`src/bfs_pkg.sv`:
```
// Constants, register map and encodings for the breaker failure supervisor.
// Assumes a single 250 MHz clock and a classic Wishbone register port.
// Summary of operation
// - Current scheme: trip if current stays high
// - Position scheme: trip if not shown open
// - Combined: trip if current high and not open
// - Timer keeps running after trigger drops
// - Timer expiry asserts backup trip output
// - Opening per scheme stops the timer
// - Open with trigger active enters rejected state
// - Rejected returns to standby when triggers drop
// - Lock rises with trip, latched until cleared
// - Start from trigger class or three extras
package bfs_pkg;

  // ---------------------------------------------------------------
  // Widths and timing
  // ---------------------------------------------------------------
  localparam int CUR_W        = 16;
  localparam int TIME_W       = 16;
  localparam int CLOCK_MHZ    = 250;
  localparam int TICK_US      = 1000;
  localparam int TICK_CYCLES  = CLOCK_MHZ * TICK_US;
  localparam int TICK_CNT_W   = 18;

  // ---------------------------------------------------------------
  // Register offsets (byte addresses)
  // ---------------------------------------------------------------
  localparam logic [7:0] CTRL_OFS   = 8'h00;
  localparam logic [7:0] TIME_OFS   = 8'h04;
  localparam logic [7:0] THR_OFS    = 8'h08;
  localparam logic [7:0] STAT_OFS   = 8'h0c;
  localparam logic [7:0] IRQ_OFS    = 8'h10;
  localparam logic [7:0] IEN_OFS    = 8'h14;
  localparam logic [7:0] ICLR_OFS   = 8'h18;
  localparam logic [7:0] ACK_OFS    = 8'h1c;

  // ---------------------------------------------------------------
  // Control fields and reset values
  // ---------------------------------------------------------------
  localparam int CTRL_SCHEME_LSB = 0;
  localparam int CTRL_CLASS_LSB  = 2;
  localparam int CTRL_EXTRA_LSB  = 4;
  localparam logic [1:0]        SCHEME_RST = 2'h0;
  localparam logic [1:0]        CLASS_RST  = 2'h0;
  localparam logic [2:0]        EXTRA_RST  = 3'h0;
  localparam logic [TIME_W-1:0] TIME_RST   = 16'h0064;
  localparam logic [CUR_W-1:0]  THR_RST    = 16'h0100;

  // Interrupt bits
  localparam int IRQ_TRIP   = 0;
  localparam int IRQ_REJECT = 1;
  localparam int IRQ_START  = 2;
  localparam int IRQ_W      = 3;

  typedef enum logic [1:0] {
    CURRENT_CHECK_SCHEME  = 2'h0,
    POSITION_CHECK_SCHEME = 2'h1,
    COMBINED_CHECK_SCHEME = 2'h2
  } scheme_type;

  typedef enum logic [1:0] {
    CLASS_ALL      = 2'h0,
    CLASS_EXTERNAL = 2'h1,
    CLASS_CURRENT  = 2'h2,
    CLASS_NONE     = 2'h3
  } trigger_class_type;

  // Gray order along standby -> running -> tripped; rejected off running
  typedef enum logic [1:0] {
    ST_STANDBY  = 2'b00,
    ST_RUNNING  = 2'b01,
    ST_TRIPPED  = 2'b11,
    ST_REJECTED = 2'b10
  } state_type;

endpackage

```
`src/tick_divider.sv`:
```
// One-cycle tick enable every TICK_CYCLES clocks.
// Assumes the shared clock and synchronous active-low reset.
`timescale 1ns/1ns
module tick_divider #(
  parameter int TICK_CYCLES = bfs_pkg::TICK_CYCLES
) (
  // Clock and reset
  input  wire logic clock_i,
  input  wire logic nrst_i,
  // Tick
  input  wire logic clear_i,
  output logic      tick_o
);

  localparam logic [bfs_pkg::TICK_CNT_W-1:0] LAST =
    bfs_pkg::TICK_CNT_W'(TICK_CYCLES - 1);

  logic [bfs_pkg::TICK_CNT_W-1:0] cnt_q;

  // Clear realigns the tick phase to the start of supervision
  always_ff @(posedge clock_i) begin
    if (!nrst_i || clear_i) begin
      cnt_q  <= '0;
      tick_o <= 1'b0;
    end else if (cnt_q == LAST) begin
      cnt_q  <= '0;
      tick_o <= 1'b1;
    end else begin
      cnt_q  <= cnt_q + 1'b1;
      tick_o <= 1'b0;
    end
  end

endmodule // tick_divider

```
`src/breaker_failure_supervisor.sv`:
```
// Breaker failure supervisor with Wishbone register port and interrupt.
// Assumes trip, position and current inputs come from outside the clock domain.
`timescale 1ns/1ns
module breaker_failure_supervisor #(
  parameter int TICK_CYCLES = bfs_pkg::TICK_CYCLES
) (
  // Clock and reset
  input  wire logic                     clock_i,
  input  wire logic                     nrst_i,
  // Wishbone slave
  input  wire logic                     wb_cyc_i,
  input  wire logic                     wb_stb_i,
  input  wire logic                     wb_we_i,
  input  wire logic [7:0]               wb_adr_i,
  input  wire logic [3:0]               wb_sel_i,
  input  wire logic [31:0]              wb_dat_i,
  output logic      [31:0]              wb_dat_o,
  output logic                          wb_ack_o,
  // Trip sources
  input  wire logic                     ext_trip_i,
  input  wire logic                     cur_trip_i,
  input  wire logic                     other_trip_i,
  input  wire logic [2:0]               extra_trigger_input_i,
  // Breaker measurement and position
  input  wire logic [bfs_pkg::CUR_W-1:0] phase_a_current_i,
  input  wire logic [bfs_pkg::CUR_W-1:0] phase_b_current_i,
  input  wire logic [bfs_pkg::CUR_W-1:0] phase_c_current_i,
  input  wire logic                     pos_open_i,
  input  wire logic                     pos_closed_i,
  // Outputs
  output logic                          backup_trip_o,
  output logic                          lock_o,
  output logic                          irq_o
);

  // ---------------------------------------------------------------
  // Input synchronisers
  // ---------------------------------------------------------------
  localparam int SYNC_W = 8 + 3 * bfs_pkg::CUR_W;

  logic [SYNC_W-1:0] sync1_q;
  logic [SYNC_W-1:0] sync2_q;

  // Multi-bit currents may be caught mid-change for one cycle; the
  // running state acts on a single low reading, so such a glitch ends supervision.
  always_ff @(posedge clock_i) begin
    if (!nrst_i) begin
      sync1_q <= '0;
      sync2_q <= '0;
    end else begin
      sync1_q <= {ext_trip_i, cur_trip_i, other_trip_i, extra_trigger_input_i,
                  pos_open_i, pos_closed_i,
                  phase_a_current_i, phase_b_current_i, phase_c_current_i};
      sync2_q <= sync1_q;
    end
  end

  logic                      ext_s;
  logic                      cur_s;
  logic                      oth_s;
  logic [2:0]                extra_s;
  logic                      open_s;
  logic                      closed_s;
  logic [bfs_pkg::CUR_W-1:0] ia_s;
  logic [bfs_pkg::CUR_W-1:0] ib_s;
  logic [bfs_pkg::CUR_W-1:0] ic_s;

  assign {ext_s, cur_s, oth_s, extra_s, open_s, closed_s, ia_s, ib_s, ic_s} = sync2_q;

  // ---------------------------------------------------------------
  // Registers
  // ---------------------------------------------------------------
  logic [1:0]                  scheme_q;
  logic [1:0]                  class_q;
  logic [2:0]                  extra_en_q;
  logic [bfs_pkg::TIME_W-1:0]  time_q;
  logic [bfs_pkg::CUR_W-1:0]   thr_q;
  logic [bfs_pkg::IRQ_W-1:0]   irq_stat_q;
  logic [bfs_pkg::IRQ_W-1:0]   irq_en_q;

  logic bus_req;
  logic wr_hit;
  assign bus_req = wb_cyc_i && wb_stb_i && !wb_ack_o;
  assign wr_hit  = bus_req && wb_we_i;

  function automatic logic wr_at(input logic [7:0] ofs);
    wr_at = wr_hit && (wb_adr_i == ofs) && wb_sel_i[0];
  endfunction

  always_ff @(posedge clock_i) begin
    if (!nrst_i) begin
      scheme_q   <= bfs_pkg::SCHEME_RST;
      class_q    <= bfs_pkg::CLASS_RST;
      extra_en_q <= bfs_pkg::EXTRA_RST;
    end else if (wr_at(bfs_pkg::CTRL_OFS)) begin
      scheme_q   <= wb_dat_i[bfs_pkg::CTRL_SCHEME_LSB +: 2];
      class_q    <= wb_dat_i[bfs_pkg::CTRL_CLASS_LSB +: 2];
      extra_en_q <= wb_dat_i[bfs_pkg::CTRL_EXTRA_LSB +: 3];
    end
  end

  always_ff @(posedge clock_i) begin
    if (!nrst_i) begin
      time_q <= bfs_pkg::TIME_RST;
    end else if (wr_hit && wb_adr_i == bfs_pkg::TIME_OFS) begin
      if (wb_sel_i[0]) time_q[7:0]  <= wb_dat_i[7:0];
      if (wb_sel_i[1]) time_q[15:8] <= wb_dat_i[15:8];
    end
  end

  always_ff @(posedge clock_i) begin
    if (!nrst_i) begin
      thr_q <= bfs_pkg::THR_RST;
    end else if (wr_hit && wb_adr_i == bfs_pkg::THR_OFS) begin
      if (wb_sel_i[0]) thr_q[7:0]  <= wb_dat_i[7:0];
      if (wb_sel_i[1]) thr_q[15:8] <= wb_dat_i[15:8];
    end
  end

  always_ff @(posedge clock_i) begin
    if (!nrst_i) begin
      irq_en_q <= '0;
    end else if (wr_at(bfs_pkg::IEN_OFS)) begin
      irq_en_q <= wb_dat_i[bfs_pkg::IRQ_W-1:0];
    end
  end

  // ---------------------------------------------------------------
  // Trigger and opening detection
  // ---------------------------------------------------------------
  logic class_trig;
  logic trig_any;
  logic cur_low;
  logic opened;

  always_comb begin
    unique case (bfs_pkg::trigger_class_type'(class_q))
      bfs_pkg::CLASS_ALL:      class_trig = ext_s || cur_s || oth_s;
      bfs_pkg::CLASS_EXTERNAL: class_trig = ext_s;
      bfs_pkg::CLASS_CURRENT:  class_trig = cur_s;
      bfs_pkg::CLASS_NONE:     class_trig = 1'b0;
    endcase
  end

  assign trig_any = class_trig || |(extra_s & extra_en_q);

  // One comparator per phase; a single loaded pole keeps the breaker live
  logic [2:0]                phase_low;
  logic [bfs_pkg::CUR_W-1:0] phase_cur [3];

  assign phase_cur[0] = ia_s;
  assign phase_cur[1] = ib_s;
  assign phase_cur[2] = ic_s;

  for (genvar g = 0; g < 3; g++) begin : g_phase
    assign phase_low[g] = phase_cur[g] < thr_q;
  end

  assign cur_low = &phase_low;

  // Unused scheme code 3 falls back to the stricter combined check
  always_comb begin
    unique case (scheme_q)
      2'h0:    opened = cur_low;
      2'h1:    opened = open_s && !closed_s;
      default: opened = cur_low || (open_s && !closed_s);
    endcase
  end

  // ---------------------------------------------------------------
  // Supervision state machine
  // ---------------------------------------------------------------
  bfs_pkg::state_type          state_q;
  logic [bfs_pkg::TIME_W-1:0]  elapsed_q;
  logic                        tick;
  logic                        expire;
  logic                        ack_lock;

  tick_divider #(
    .TICK_CYCLES (TICK_CYCLES)
  ) u_tick (
    .clock_i (clock_i),
    .nrst_i  (nrst_i),
    .clear_i (state_q != bfs_pkg::ST_RUNNING),
    .tick_o  (tick)
  );

  assign expire = tick && (elapsed_q + 1'b1 >= time_q);

  always_ff @(posedge clock_i) begin
    if (!nrst_i) begin
      state_q <= bfs_pkg::ST_STANDBY;
    end else begin
      unique case (state_q)
        bfs_pkg::ST_STANDBY: begin
          if (trig_any) state_q <= bfs_pkg::ST_RUNNING;
        end
        bfs_pkg::ST_RUNNING: begin
          // Trigger drop does not stop the timer
          if (opened) begin
            state_q <= trig_any ? bfs_pkg::ST_REJECTED : bfs_pkg::ST_STANDBY;
          end else if (expire) begin
            state_q <= bfs_pkg::ST_TRIPPED;
          end
        end
        bfs_pkg::ST_TRIPPED: begin
          if (!trig_any && opened) state_q <= bfs_pkg::ST_STANDBY;
        end
        bfs_pkg::ST_REJECTED: begin
          if (!trig_any) state_q <= bfs_pkg::ST_STANDBY;
        end
      endcase
    end
  end

  always_ff @(posedge clock_i) begin
    if (!nrst_i || state_q != bfs_pkg::ST_RUNNING) begin
      elapsed_q <= '0;
    end else if (tick) begin
      elapsed_q <= elapsed_q + 1'b1;
    end
  end

  logic trip_now;
  assign trip_now = state_q == bfs_pkg::ST_RUNNING && !opened && expire;

  always_ff @(posedge clock_i) begin
    if (!nrst_i) begin
      backup_trip_o <= 1'b0;
    end else begin
      backup_trip_o <= trip_now || (state_q == bfs_pkg::ST_TRIPPED &&
                       !(!trig_any && opened));
    end
  end

  // Lock is set with the trip and freed only by operator acknowledge
  assign ack_lock = wr_at(bfs_pkg::ACK_OFS) && wb_dat_i[0];

  always_ff @(posedge clock_i) begin
    if (!nrst_i) begin
      lock_o <= 1'b0;
    end else if (trip_now) begin
      lock_o <= 1'b1;
    end else if (ack_lock) begin
      lock_o <= 1'b0;
    end
  end

  // ---------------------------------------------------------------
  // Interrupts
  // ---------------------------------------------------------------
  logic [bfs_pkg::IRQ_W-1:0] irq_evt;
  logic [bfs_pkg::IRQ_W-1:0] irq_clr;
  logic [bfs_pkg::IRQ_W-1:0] irq_stat_d;
  logic [bfs_pkg::IRQ_W-1:0] irq_en_d;

  assign irq_evt[bfs_pkg::IRQ_TRIP]   = trip_now;
  assign irq_evt[bfs_pkg::IRQ_REJECT] = state_q == bfs_pkg::ST_RUNNING && opened && trig_any;
  assign irq_evt[bfs_pkg::IRQ_START]  = state_q == bfs_pkg::ST_STANDBY && trig_any;
  assign irq_clr = wr_at(bfs_pkg::ICLR_OFS) ? wb_dat_i[bfs_pkg::IRQ_W-1:0] : '0;
  assign irq_stat_d = (irq_stat_q & ~irq_clr) | irq_evt;
  // Mask as it stands after this edge, so irq follows status and mask alike
  assign irq_en_d = wr_at(bfs_pkg::IEN_OFS) ? wb_dat_i[bfs_pkg::IRQ_W-1:0] : irq_en_q;

  // Set wins over a clear in the same cycle
  always_ff @(posedge clock_i) begin
    if (!nrst_i) begin
      irq_stat_q <= '0;
    end else begin
      irq_stat_q <= irq_stat_d;
    end
  end

  always_ff @(posedge clock_i) begin
    if (!nrst_i) begin
      irq_o <= 1'b0;
    end else begin
      irq_o <= |(irq_stat_d & irq_en_d);
    end
  end

  // ---------------------------------------------------------------
  // Bus read and acknowledge
  // ---------------------------------------------------------------
  logic [31:0] rd_data;

  always_comb begin
    rd_data = 32'h0000_0000;
    unique case (wb_adr_i)
      bfs_pkg::CTRL_OFS: rd_data[6:0] = {extra_en_q, class_q, scheme_q};
      bfs_pkg::TIME_OFS: rd_data[15:0] = time_q;
      bfs_pkg::THR_OFS:  rd_data[15:0] = thr_q;
      bfs_pkg::STAT_OFS: rd_data[5:0] = {cur_low, trig_any, lock_o, backup_trip_o,
                                         state_q};
      bfs_pkg::IRQ_OFS:  rd_data[bfs_pkg::IRQ_W-1:0] = irq_stat_q;
      bfs_pkg::IEN_OFS:  rd_data[bfs_pkg::IRQ_W-1:0] = irq_en_q;
      default:           rd_data = 32'h0000_0000;
    endcase
  end

  // Unmapped addresses still ack with zero data so the master never hangs
  always_ff @(posedge clock_i) begin
    if (!nrst_i) begin
      wb_ack_o <= 1'b0;
      wb_dat_o <= 32'h0000_0000;
    end else begin
      wb_ack_o <= bus_req;
      wb_dat_o <= (bus_req && !wb_we_i) ? rd_data : 32'h0000_0000;
    end
  end

endmodule // breaker_failure_supervisor

```
`config.mk`:
```
export PLATFORM = sky130hd
export DESIGN_NAME = breaker_failure_supervisor
export DESIGN_NICKNAME = d
export VERILOG_FILES = /design/src/bfs_pkg.sv /design/src/tick_divider.sv /design/src/breaker_failure_supervisor.sv
export SDC_FILE = /design/constraint.sdc
export NUM_CORES = 1
export LEC_CHECK = 0
export BUFFER_PORTS_ARGS = -buffer_cell sky130_fd_sc_hd__buf_2
export CORE_ASPECT_RATIO = 1.4
export CORE_MARGIN = 4
export CORE_UTILIZATION = 30
export CTS_BUF_LIST = sky130_fd_sc_hd__clkbuf_16
export DETAILED_ROUTE_END_ITERATION = 10
export PLACE_DENSITY = 0.53
export SLEW_MARGIN = 5
export SYNTH_ARGS = -nofsm -noshare
export SYNTH_HDL_FRONTEND = slang
export SYNTH_HIERARCHICAL = 1
export SYNTH_SLANG_ARGS = --single-unit
```
`constraint.sdc`:
```
create_clock -name clock_i -period 4.7 [get_ports clock_i]
set_input_delay 1.41 -clock clock_i [delete_from_list [all_inputs] [get_ports clock_i]]
set_output_delay 1.41 -clock clock_i [all_outputs]
set_load 0.01 [all_outputs]
```
# Yosys cells after proc, flatten, opt, wreduce, memory -nomap -nowiden
# Cells that the tools add are included.
dict set report word_totals {
  ff_bits 230
  in_bits 105
  out_inout_bits 36
  elab_cells 122
}
dict set report op_classes {
  addsub 2
  n_lt_le_gt_ge 4
  n_eq_ne 20
  n_mux 18
  n_bitwise 5
  reduce_logical 52
}
# operator count
set op_table {}
lappend op_table {{$lt 16x16->1} 3}
lappend op_table {{$eq 8x5->1 const B} 4}
lappend op_table {{$logic_and 1x1->1} 24}
lappend op_table {{$add 18x1->18 const B} 1}
lappend op_table {{$eq 18x18->1 const B} 1}
lappend op_table {{$pmux 3 s6} 1}
lappend op_table {{$pmux 9 s2} 1}
lappend op_table {{$add 16x1->16 const B} 1}
lappend op_table {{$eq 8x4->1 const B} 2}
lappend op_table {{$ge 16x16->1} 1}
lappend op_table {{$mux 2} 6}
lappend op_table {{$pmux 3 s4} 1}
lappend op_table {{$reduce_and 2->1} 5}
lappend op_table {{$and 3x3->3} 3}
lappend op_table {{$eq 2x2->1 const B} 4}
lappend op_table {{$eq 8x3->1 const B} 1}
lappend op_table {{$logic_not 8->1} 1}
lappend op_table {{$pmux 2 s4} 1}
lappend op_table {{$logic_not 1->1} 7}
lappend op_table {{$eq 2x1->1 const B} 3}
lappend op_table {{$logic_not 2->1} 3}
lappend op_table {{$logic_or 1x1->1} 6}
lappend op_table {{$mux 3} 2}
lappend op_table {{$ne 2x2->1 const B} 3}
lappend op_table {{other kinds (13)} 16}

# Logic depth before layout (Yosys ltp)
# Gate-level depths: netlist of run 1.
dict set report logic_depth {
  word_depth 11
  ltp_mapped 14
  mapped_depth_nobuf 14
}

# Modules after synthesis
# Netlist of run 1, hierarchy kept.
# module n_inst cells_per_inst area_each_um2 seq_area_each_um2
set modules_own_cells {}
lappend modules_own_cells {breaker_failure_supervisor 1 854 8241.7 3903.7}
lappend modules_own_cells {tick_divider 1 96 844.6 380.4}

# Worst setup path after synthesis of run 1
# OpenSTA, ideal clock, no wires.
dict set report synth_timing {
  path_type {input -> register}
  startpoint {input port wb_adr_i[1]}
  endpoint {register irq_o}
  setup_time_ps 122
  arrival_time_ps 3600
  required_ps 4578
  path_slack_ps 978
  cell_stages 8
  n_path_buf 1
  path_cell_list {or3_4 -> or4b_4 -> buf_6 -> nor4b_4 -> mux2_2 -> a32oi_1 -> nand2_1 -> a311o_1}
}
dict set report synth_via {
  elab_chain_len 9
  word_cells_on_any_way 13
  cone_classes {eq/ne (2); mux (2); bitwise (4); reduce/logical (5)}
}
# element line_no
set synth_lines {}
lappend synth_lines {{from (decl)} breaker_failure_supervisor.sv:14} ;# input wire logic [7:0] wb_adr_i,
lappend synth_lines {{$eq 8x5->1} breaker_failure_supervisor.sv:87} ;# wr_at = wr_hit && (wb_adr_i == ofs) && wb_sel_i[0];
lappend synth_lines {{$logic_and 1x1->1 (2 in a row)} breaker_failure_supervisor.sv:87}
lappend synth_lines {{$mux 3} breaker_failure_supervisor.sv:260} ;# assign irq_clr = wr_at(bfs_pkg::ICLR_OFS) ? wb_dat_i[bfs_pkg::IRQ_W-1:0] : '0;
lappend synth_lines {{$not 3->3} breaker_failure_supervisor.sv:261} ;# assign irq_stat_d = (irq_stat_q & ~irq_clr) | irq_evt;
lappend synth_lines {{$and 3x3->3} breaker_failure_supervisor.sv:261}
lappend synth_lines {{$or 3x3->3} breaker_failure_supervisor.sv:261}
lappend synth_lines {{$and 3x3->3 *} breaker_failure_supervisor.sv:278} ;# irq_o <= |(irq_stat_d & irq_en_d);
lappend synth_lines {{$reduce_or 3->1 *} breaker_failure_supervisor.sv:278}
lappend synth_lines {{to (signal assigned)} breaker_failure_supervisor.sv:278}
lappend synth_lines {{to (decl)} breaker_failure_supervisor.sv:33} ;# output logic irq_o
# Mark *: on every way between the ends. The rest lies on a longest branch, timed or not.
# A chain may end at the register's enable or synchronous reset.

# Worst setup path in the final report of run 1
dict set report layout_timing {
  startpoint {register elapsed_q[2] in the netlist's numbering}
  endpoint {register irq_o}
}
dict set report layout_via {
  elab_chain_len 7
}
# element line_no
set layout_lines {}
lappend layout_lines {{from (decl)} breaker_failure_supervisor.sv:174} ;# logic [bfs_pkg::TIME_W-1:0] elapsed_q;
lappend layout_lines {{from (signal assigned)} breaker_failure_supervisor.sv:220} ;# elapsed_q <= elapsed_q + 1'b1;
lappend layout_lines {{$add 16x1->16} breaker_failure_supervisor.sv:188} ;# assign expire = tick && (elapsed_q + 1'b1 >= time_q);
lappend layout_lines {{$ge 16x16->1} breaker_failure_supervisor.sv:188}
lappend layout_lines {{$logic_and 1x1->1} breaker_failure_supervisor.sv:188}
lappend layout_lines {{$logic_and 1x1->1} breaker_failure_supervisor.sv:225} ;# assign trip_now = state_q == bfs_pkg::ST_RUNNING && !opened && expire;
lappend layout_lines {{$or 3x3->3} breaker_failure_supervisor.sv:261}
lappend layout_lines {{$and 3x3->3} breaker_failure_supervisor.sv:278}
lappend layout_lines {{$reduce_or 3->1} breaker_failure_supervisor.sv:278}
# No other way between the ends.

==> results of run 1 <==
report_power, final:
group	switching, mW	internal (mW)	total (mW)
Combinational	0.107	0.0895	0.196
Sequential	0.0155	1.86	1.88
Clock	0.728	1.12	1.85
Total	0.851	3.07	3.92
sequential cells by signal, summed over array words and instances, names as in the netlist, 2 cells and up:
name          flops
class_q           2
elapsed_q        16
extra_en_q        3
irq_en_q          3
irq_stat_q        3
scheme_q          2
state_q           2
sync1_q          56
sync2_q          56
thr_q            16
time_q           16
u_tick/cnt_q     18
wb_dat_o         16
critical path: cells and delay by family, from the launching register on:
family                   cells  cell delay, ns
AO/OA/AOI/OAI                5            1.44
XOR/XNOR                     1            0.18
adder cells (fa/ha/maj)      1            0.26
flip-flops                   1            0.42
AND/OR/NAND/NOR              6            1.31
through the flow:
stage	cell area [um^2]	instances
3_3_place_gp	9936	1412
3_5_place_dp	9936	1412
5_1_grt	10710	1450
6_report	10710	1451
4_1_cts	10710	1450
2_1_floorplan	9143	965
cell families after synthesis:
| group | synth area share [%] |
|---|---|
| and+or+nand+nor | 22.58 |
| DFF | 47.15 |
| AOI/OAI and AO/OA | 9.722 |
| buffers and inverters | 4.875 |
| adders and majority gates | 8.675 |
| xor gates and xnor gates | 4.048 |
| muxes | 2.906 |
| other | 0.04127 |
cells in the final DEF, fill, tap and decap left out, types with 8 or more instances in the layout:
cell type and count:
and3_1 9, ha_1 63, conb_1 16, a22oi_1 11, xnor2_1 20, nand4_1 14, mux2i_1 23, o21ai_0 14
buf_2 105, xor2_1 22, clkbuf_16 23, and2_1 115, a21boi_0 23, buf_4 8, nor2b_1 23, nor2_1 69
nor4_1 12, nand2_1 88, o211ai_1 8, inv_1 46, nand3_1 17, nor3_1 14, a21oi_1 19, dfxtp_1 214
routing by layer:
| layer | share of wire (%) | wire length (um) |
|---|---|---|
| met5 | 0.062 | 13 |
| met4 | 3.7 | 787 |
| met3 | 4.7 | 982 |
| met2 | 50 | 10570 |
| met1 | 41 | 8643 |
worst min path at each step:
| stage | startpoint | end | depth (start not counted) |
|---|---|---|---|
| after floorplan | sync1_q[0] | sync2_q[0] | 1 |
| after global routing | sync1_q[39] | sync2_q[39] | 1 |
| final | sync1_q[39] | sync2_q[39] | 1 |
| after detailed placement | sync1_q[21] | sync2_q[21] | 1 |
| after global placement | sync1_q[48] | sync2_q[48] | 1 |
| after CTS | sync1_q[21] | sync2_q[21] | 1 |
area by class of cell:
type,instances,share of cell area [%]
flip-flops and latches,214,39.99
repair buffers,113,5.466
clock inverters,15,1.857
well taps,385,4.497
diodes,1,0.02336
inverters,45,1.577
clock buffers,23,5.373
multi-input cells,655,41.22
==> summary.md, run 1 <==
| Metric | Value |
|---|---|
| PnR worst setup slack | 0.9601 ns |
| P per Cell Area | 365.8 nW/um^2 |
| VDD IR-drop max | 0.2083 mV |
| Worst Hold Class | reg -> reg |
| Main area contributors after synthesis | dfxtp_1, ha_1, and2_1 |
| Worst R2R Path Depth | 13 |
| Most used DFF post-synth | dfxtp_1 |
| Worst setup path startpoint | elapsed_q[2] |
| Synthesis-stage register bit count | 214 |
| Overall Global Routing Usage | 12.55% |
| # fillers | 3,055 |
| Initial antenna violation count | 2 |
| Reg2reg setup slack | 0.96 ns |
| Multi-input gate area | 4415 um^2 |
| Layout Utilization | 35.79% |
| CP max-delay cell | a311oi_1 |
| Remaining DRCs | 0 |
| Most frequent cell after synthesis | dfxtp_1 |
| Net count reported at finish | 1,219 |
| Chip width | 155.1 um |
| Clk pin slew, worst setup/hold paths | 0.06 ns |
| CTS tree | yes |
| GRT overflow | 0 |
| F_max | 267.4 MHz |
| Share of layout cells above drive strength 1 | 15.40% |
| Die area | 33,180 um^2 |
| Routability congestion estimate | 0.8503 |
| Worst slew pin tran | 0.7739 ns |
| First-pass GRT wire length | 33.74 mm |
| Clk buf depth | 3 |
| Core ar. | 29,940 um^2 |
| Critical Path Fanout Max | 7 |
| DPL Wire Length | 15.99 mm |
| Total Power | 3.919 mW |
| Setup crit end | irq_o |
| Skew final | 0.01502 ns |
| Worst EP required | 5.09 ns |
| # rows | 75 |
| Final Max Tran Viols | 0 |
| Final setup fails | 0 |
| RR Endpoint | irq_o |
| Most used cell, CP | and3_1 |
| Post-synth EDFFs | 0 |
| Critical Path Source Type | register |
| Grt met1 use | 14.77% |
| CTS Buf Count | 22 |
| Crit path capture type | register |
| Top cell type's share of synthesized area | 47.15% |
| Global Route met2 Usage | 22.21% |
| Grt met3 use | 1.981% |
| Largest net degree at the start of global routing | 114 |
| Hold Vio Cnt, Final | 0 |
| Final Cycle Share | 79.57% |
| Worst-Skew Late Latency | 0.51 ns |
| Critical Path AT | 4.12 ns |
| Tmin final | 3.740 ns |
| H-Tree Depth | 1 |
| Post-CTS Hold Buffers | 0 |
| Kind of critical path | reg -> reg |
| Post-Synthesis Cell Area | 9086 um^2 |
| First drt pass iteration count | 5 |
| Die height | 213.9 um |
| Resize count post-CTS | 0 |
| Violation count after the first detailed-route iteration | 266 |
| Post-DR wirelength/cell | 14.47 um |
| CP cell instances | and3_1, and3_1, and4_1, and3_1, xor2_1, ha_1, a21o_1, a21o_1, a21oi_1, nor2b_1, a311oi_1, nor4_1, a311o_1 |
| Max Cap Viol | 0 |
| GRT busiest layer | met2 |
| Synth async-reset ratio | 0% |
| Vias in the first global route | 6,504 |
| Number of library cell types mapped by synthesis | 64 |
| Antenna-violating nets left | 0 |
| Hold WS | 0.4287 ns |
| Synth Instances | 950 |
| Port buffer count | 106 |
| Relative slew slack | 48.06% |
| WL final | 20.99 mm |
| Dpl ws | 0.7329 ns |
| Yosys warnings | 6 |
| Post-synth top area cell | dfxtp_1 |
| Initial Util | 30.35% |
| Leakage Power | 4.323 nW |
| # IOs | 141 |
| CTS sink count | 214 |
| Root Buffer | clkbuf_16 |
| Via count of the routed design | 6,559 |
| Post-CTS setup buffers | 0 |
| Status | finished, final reports clean |
| Crit path largest cell delay | 0.61 ns |
| RSZ-0062 raised after global routing | no |
| Worst r2r src | elapsed_q[2] |
| Synth cell count leaders | dfxtp_1, and2_1, nand2_1 |
| Layout area overhead | 17.90% |
| Vias per std cell | 4.520 |
| Syn Area/Cell | 9.564 um^2 |
| Seq/Total Area, Yosys | 47.15% |
| Sequential cell area | 4284 um^2 |
| Final setup TNS | 0 ns |
Note: power is estimated with default switching activity, not from simulation.
==> inputs of run 2 (changes only) <==
==> constraint.sdc (replaced) <==
create_clock -name clock_i -period 3.65 [get_ports clock_i]
set_input_delay 1.095 -clock clock_i [delete_from_list [all_inputs] [get_ports clock_i]]
set_output_delay 1.095 -clock clock_i [all_outputs]
set_load 0.01 [all_outputs]
==> run 2 against run 1 <==
Effect of this change: core utilization is 0.092 points higher; sequential power up 29%; hold slack got worse by 0.0011 ns; combinational power is 31% higher; clock skew is 0.0012 ns higher; wire length rose by 1.3%; cell area increased by 0.26%; total power up 25%; sequential share of layout area fell by 0.10 points; clock-buffer cell count did not move; register-to-register slack lost 0.53 ns; first-iteration DRC count shrank 12%; critical path type unchanged; critical endpoint unchanged; largest power group unchanged.
==> summary.md, run 2 (synthesized netlist as in run 1, its figures left out) <==
| Metric | Value |
|---|---|
| Overall Global Routing Usage | 12.77% (+0.22 points) |
| Final setup fails | 0 (unchanged) |
| Root Buffer | clkbuf_16 |
| Routability congestion estimate | 0.8470 (-0.39%) |
| F_max | 310.4 MHz (+16%) |
| Vias per std cell | 4.507 (-0.30%) |
| GRT overflow | 0 (unchanged) |
| Clk pin slew, worst setup/hold paths | 0.06 ns (about the same) |
| Share of layout cells above drive strength 1 | 15.91% (+0.51 points) |
| P per Cell Area | 457.5 nW/um^2 (+25%) |
| Leakage Power | 4.376 nW (+1.2%) |
| Chip width | 155.1 um (unchanged) |
| Commonest non-fill, non-tap cells in the layout | dfxtp_1, and2_1, buf_2, nand2_1, nor2_1 |
| Layout area overhead | 18.20% |
| Skew final | 0.01625 ns (+0.001227 ns) |
| First-pass GRT wire length | 34.37 mm (+1.9%) |
| Combinational power share | 5.2% (+0.2 points) |
| Critical Path Fanout Max | 4 (-3) |
| # fillers | 3,046 (-0.29%) |
| Final Cycle Share | 88.27% (+8.7 points) |
| Top flop regs | sync1_q x56, sync2_q x56, u_tick/cnt_q x18 |
| # IOs | 141 (unchanged) |
| Critical Path Source Type | register |
| Final setup TNS | 0 ns (unchanged) |
| Resize count post-CTS | 0 (unchanged) |
| Seq pwr share | 49.2% (+1.3 points) |
| Switching share of power | 21.35% (-0.36 points) |
| # rows | 75 (unchanged) |
| RSZ-0062 raised after global routing | no |
| Hold Vio Cnt, Final | 0 (unchanged) |
| Power share of the clock group | 45.5% (-1.6 points) |
| Via count of the routed design | 6,580 (+0.32%) |
| NetSw | 1.049 mW (+23%) |
| Antenna-violating nets left | 0 (unchanged) |
| Post-CTS Hold Buffers | 0 (unchanged) |
| Worst slew pin tran | 0.8329 ns (+0.05904 ns) |
| Largest net degree at the start of global routing | 120 (+5.3%) |
| Critical Path AT | 3.61 ns (-0.51 ns) |
| Final Max Tran Viols | 0 (unchanged) |
| DPL Wire Length | 16.22 mm (+1.4%) |
| CTS sink count | 214 (unchanged) |
| Clk buf depth | 3 (unchanged) |
| Total Power | 4.913 mW (+25%) |
| Post-CTS setup buffers | 0 (unchanged) |
| Crit path capture type | register |
| Vias in the first global route | 6,677 (+2.7%) |
| WL final | 21.26 mm (+1.3%) |
| Max Cap Viol | 0 (unchanged) |
| Post-DR wirelength/cell | 14.56 um (+0.67%) |
| Die area | 33,180 um^2 (unchanged) |
| Relative slew slack | 44.47% (-3.6 points) |
| Worst EP required | 4.04 ns (-1.05 ns) |
| P_int | 3.865 mW (+26%) |
| H-Tree Depth | 1 (unchanged) |
| Die height | 213.9 um (unchanged) |
| Core ar. | 29,940 um^2 (unchanged) |
| Kind of critical path | reg -> reg |
| Worst Hold Class | reg -> reg |
| Most common cell after layout, fill and taps aside | dfxtp_1 |
| Tmin final | 3.222 ns (-0.5180 ns) |
| Port buffer count | 106 (unchanged) |
| Multi-input gate area | 4415 um^2 (unchanged) |
| Diodes inserted | 0 (-1) |
| Worst-Skew Late Latency | 0.51 ns (about the same) |
| VDD IR-drop max | 0.2579 mV (+24%) |
| Status | finished, final reports clean |
| CTS tree | yes |
| Violation count after the first detailed-route iteration | 235 (-12%) |
| CTS Buf Count | 22 (unchanged) |
| Initial antenna violation count | 2 (unchanged) |
| Remaining DRCs | 0 (unchanged) |
| Sequential cell area | 4284 um^2 (unchanged) |
| Initial Util | 30.35% (unchanged) |
| First drt pass iteration count | 5 (unchanged) |
| Net count reported at finish | 1,230 (+0.90%) |
run 2: changes by cell type in the layout (fill, tap and decap cells not counted), sizes merged:
cell / before / now
clkinvlp: 4 / 1
clkinv: 4 / 7
buf: 113 / 124
bufinv: 4 / 3
diode: 1 / 0
run 2: final timing paths:
| check | cells past startpoint | slack, ns | end | from |
|---|---|---|---|---|
| min | 1 | 0.43 | sync2_q[0] | sync1_q[0] |
| min reg2reg | 1 | 0.43 | sync2_q[0] | sync1_q[0] |
| max | 15 | 0.43 | irq_o | elapsed_q[0] |
| max reg2reg | 15 | 0.43 | irq_o | elapsed_q[0] |
run 2: through the flow:
stage               hold slack, ns  area [um^2]  cells  setup slack [ns]  util [%]
floorplan                   0.4119         9143    965            0.2429         -
global route                0.4346        10740   1460            0.1652     35.88
global placement            0.4166        10020   1423            0.1240     33.47
detailed placement          0.4199        10020   1423            0.1714     33.47
finish                      0.4276        10740   1460            0.4281     35.88
CTS                         0.4270        10740   1460            0.3723     35.88
run 2: critical path, cell delays in order, from the launching register on:
cell      delay, ns
dfxtp_1        0.40
ha_1           0.25
nand3_1        0.14
nor2_1         0.17
and3_1         0.23
and3_1         0.24
nand3_1        0.11
xnor2_1        0.20
ha_1           0.28
a21o_1         0.16
a21oi_1        0.14
nor2b_1        0.07
a311oi_1       0.22
buf_4          0.19
nor4_1         0.06
a311o_1        0.26
run 2: layer usage:
| layer | global-route usage [%] | wire, um |
|---|---|---|
| met1 | 14.79 | 8716 |
| met3 | 1.981 | 1064 |
| met4 | 4.389 | 568 |
| met2 | 23.57 | 10890 |
| met5 | 0 | 22 |
run 2: area by class of cell:
cell class	instances	share of cell area [%]
tap	385	4.485
sequential	214	39.89
clock buffer	23	5.359
multi-input combinational	655	41.11
clock inverter	14	1.363
inverter	45	1.573
timing repair buffer	124	6.221
run 2: power groups by stage:
stage               Sequential, mW  Combinational (mW)  Clock (mW)
CTS                           2.42               0.264        2.33
detailed placement            2.47               0.263           0
finish                        2.42               0.257        2.24
floorplan                     2.46               0.175           0
global placement              2.47               0.259           0
global route                  2.42               0.298        2.41
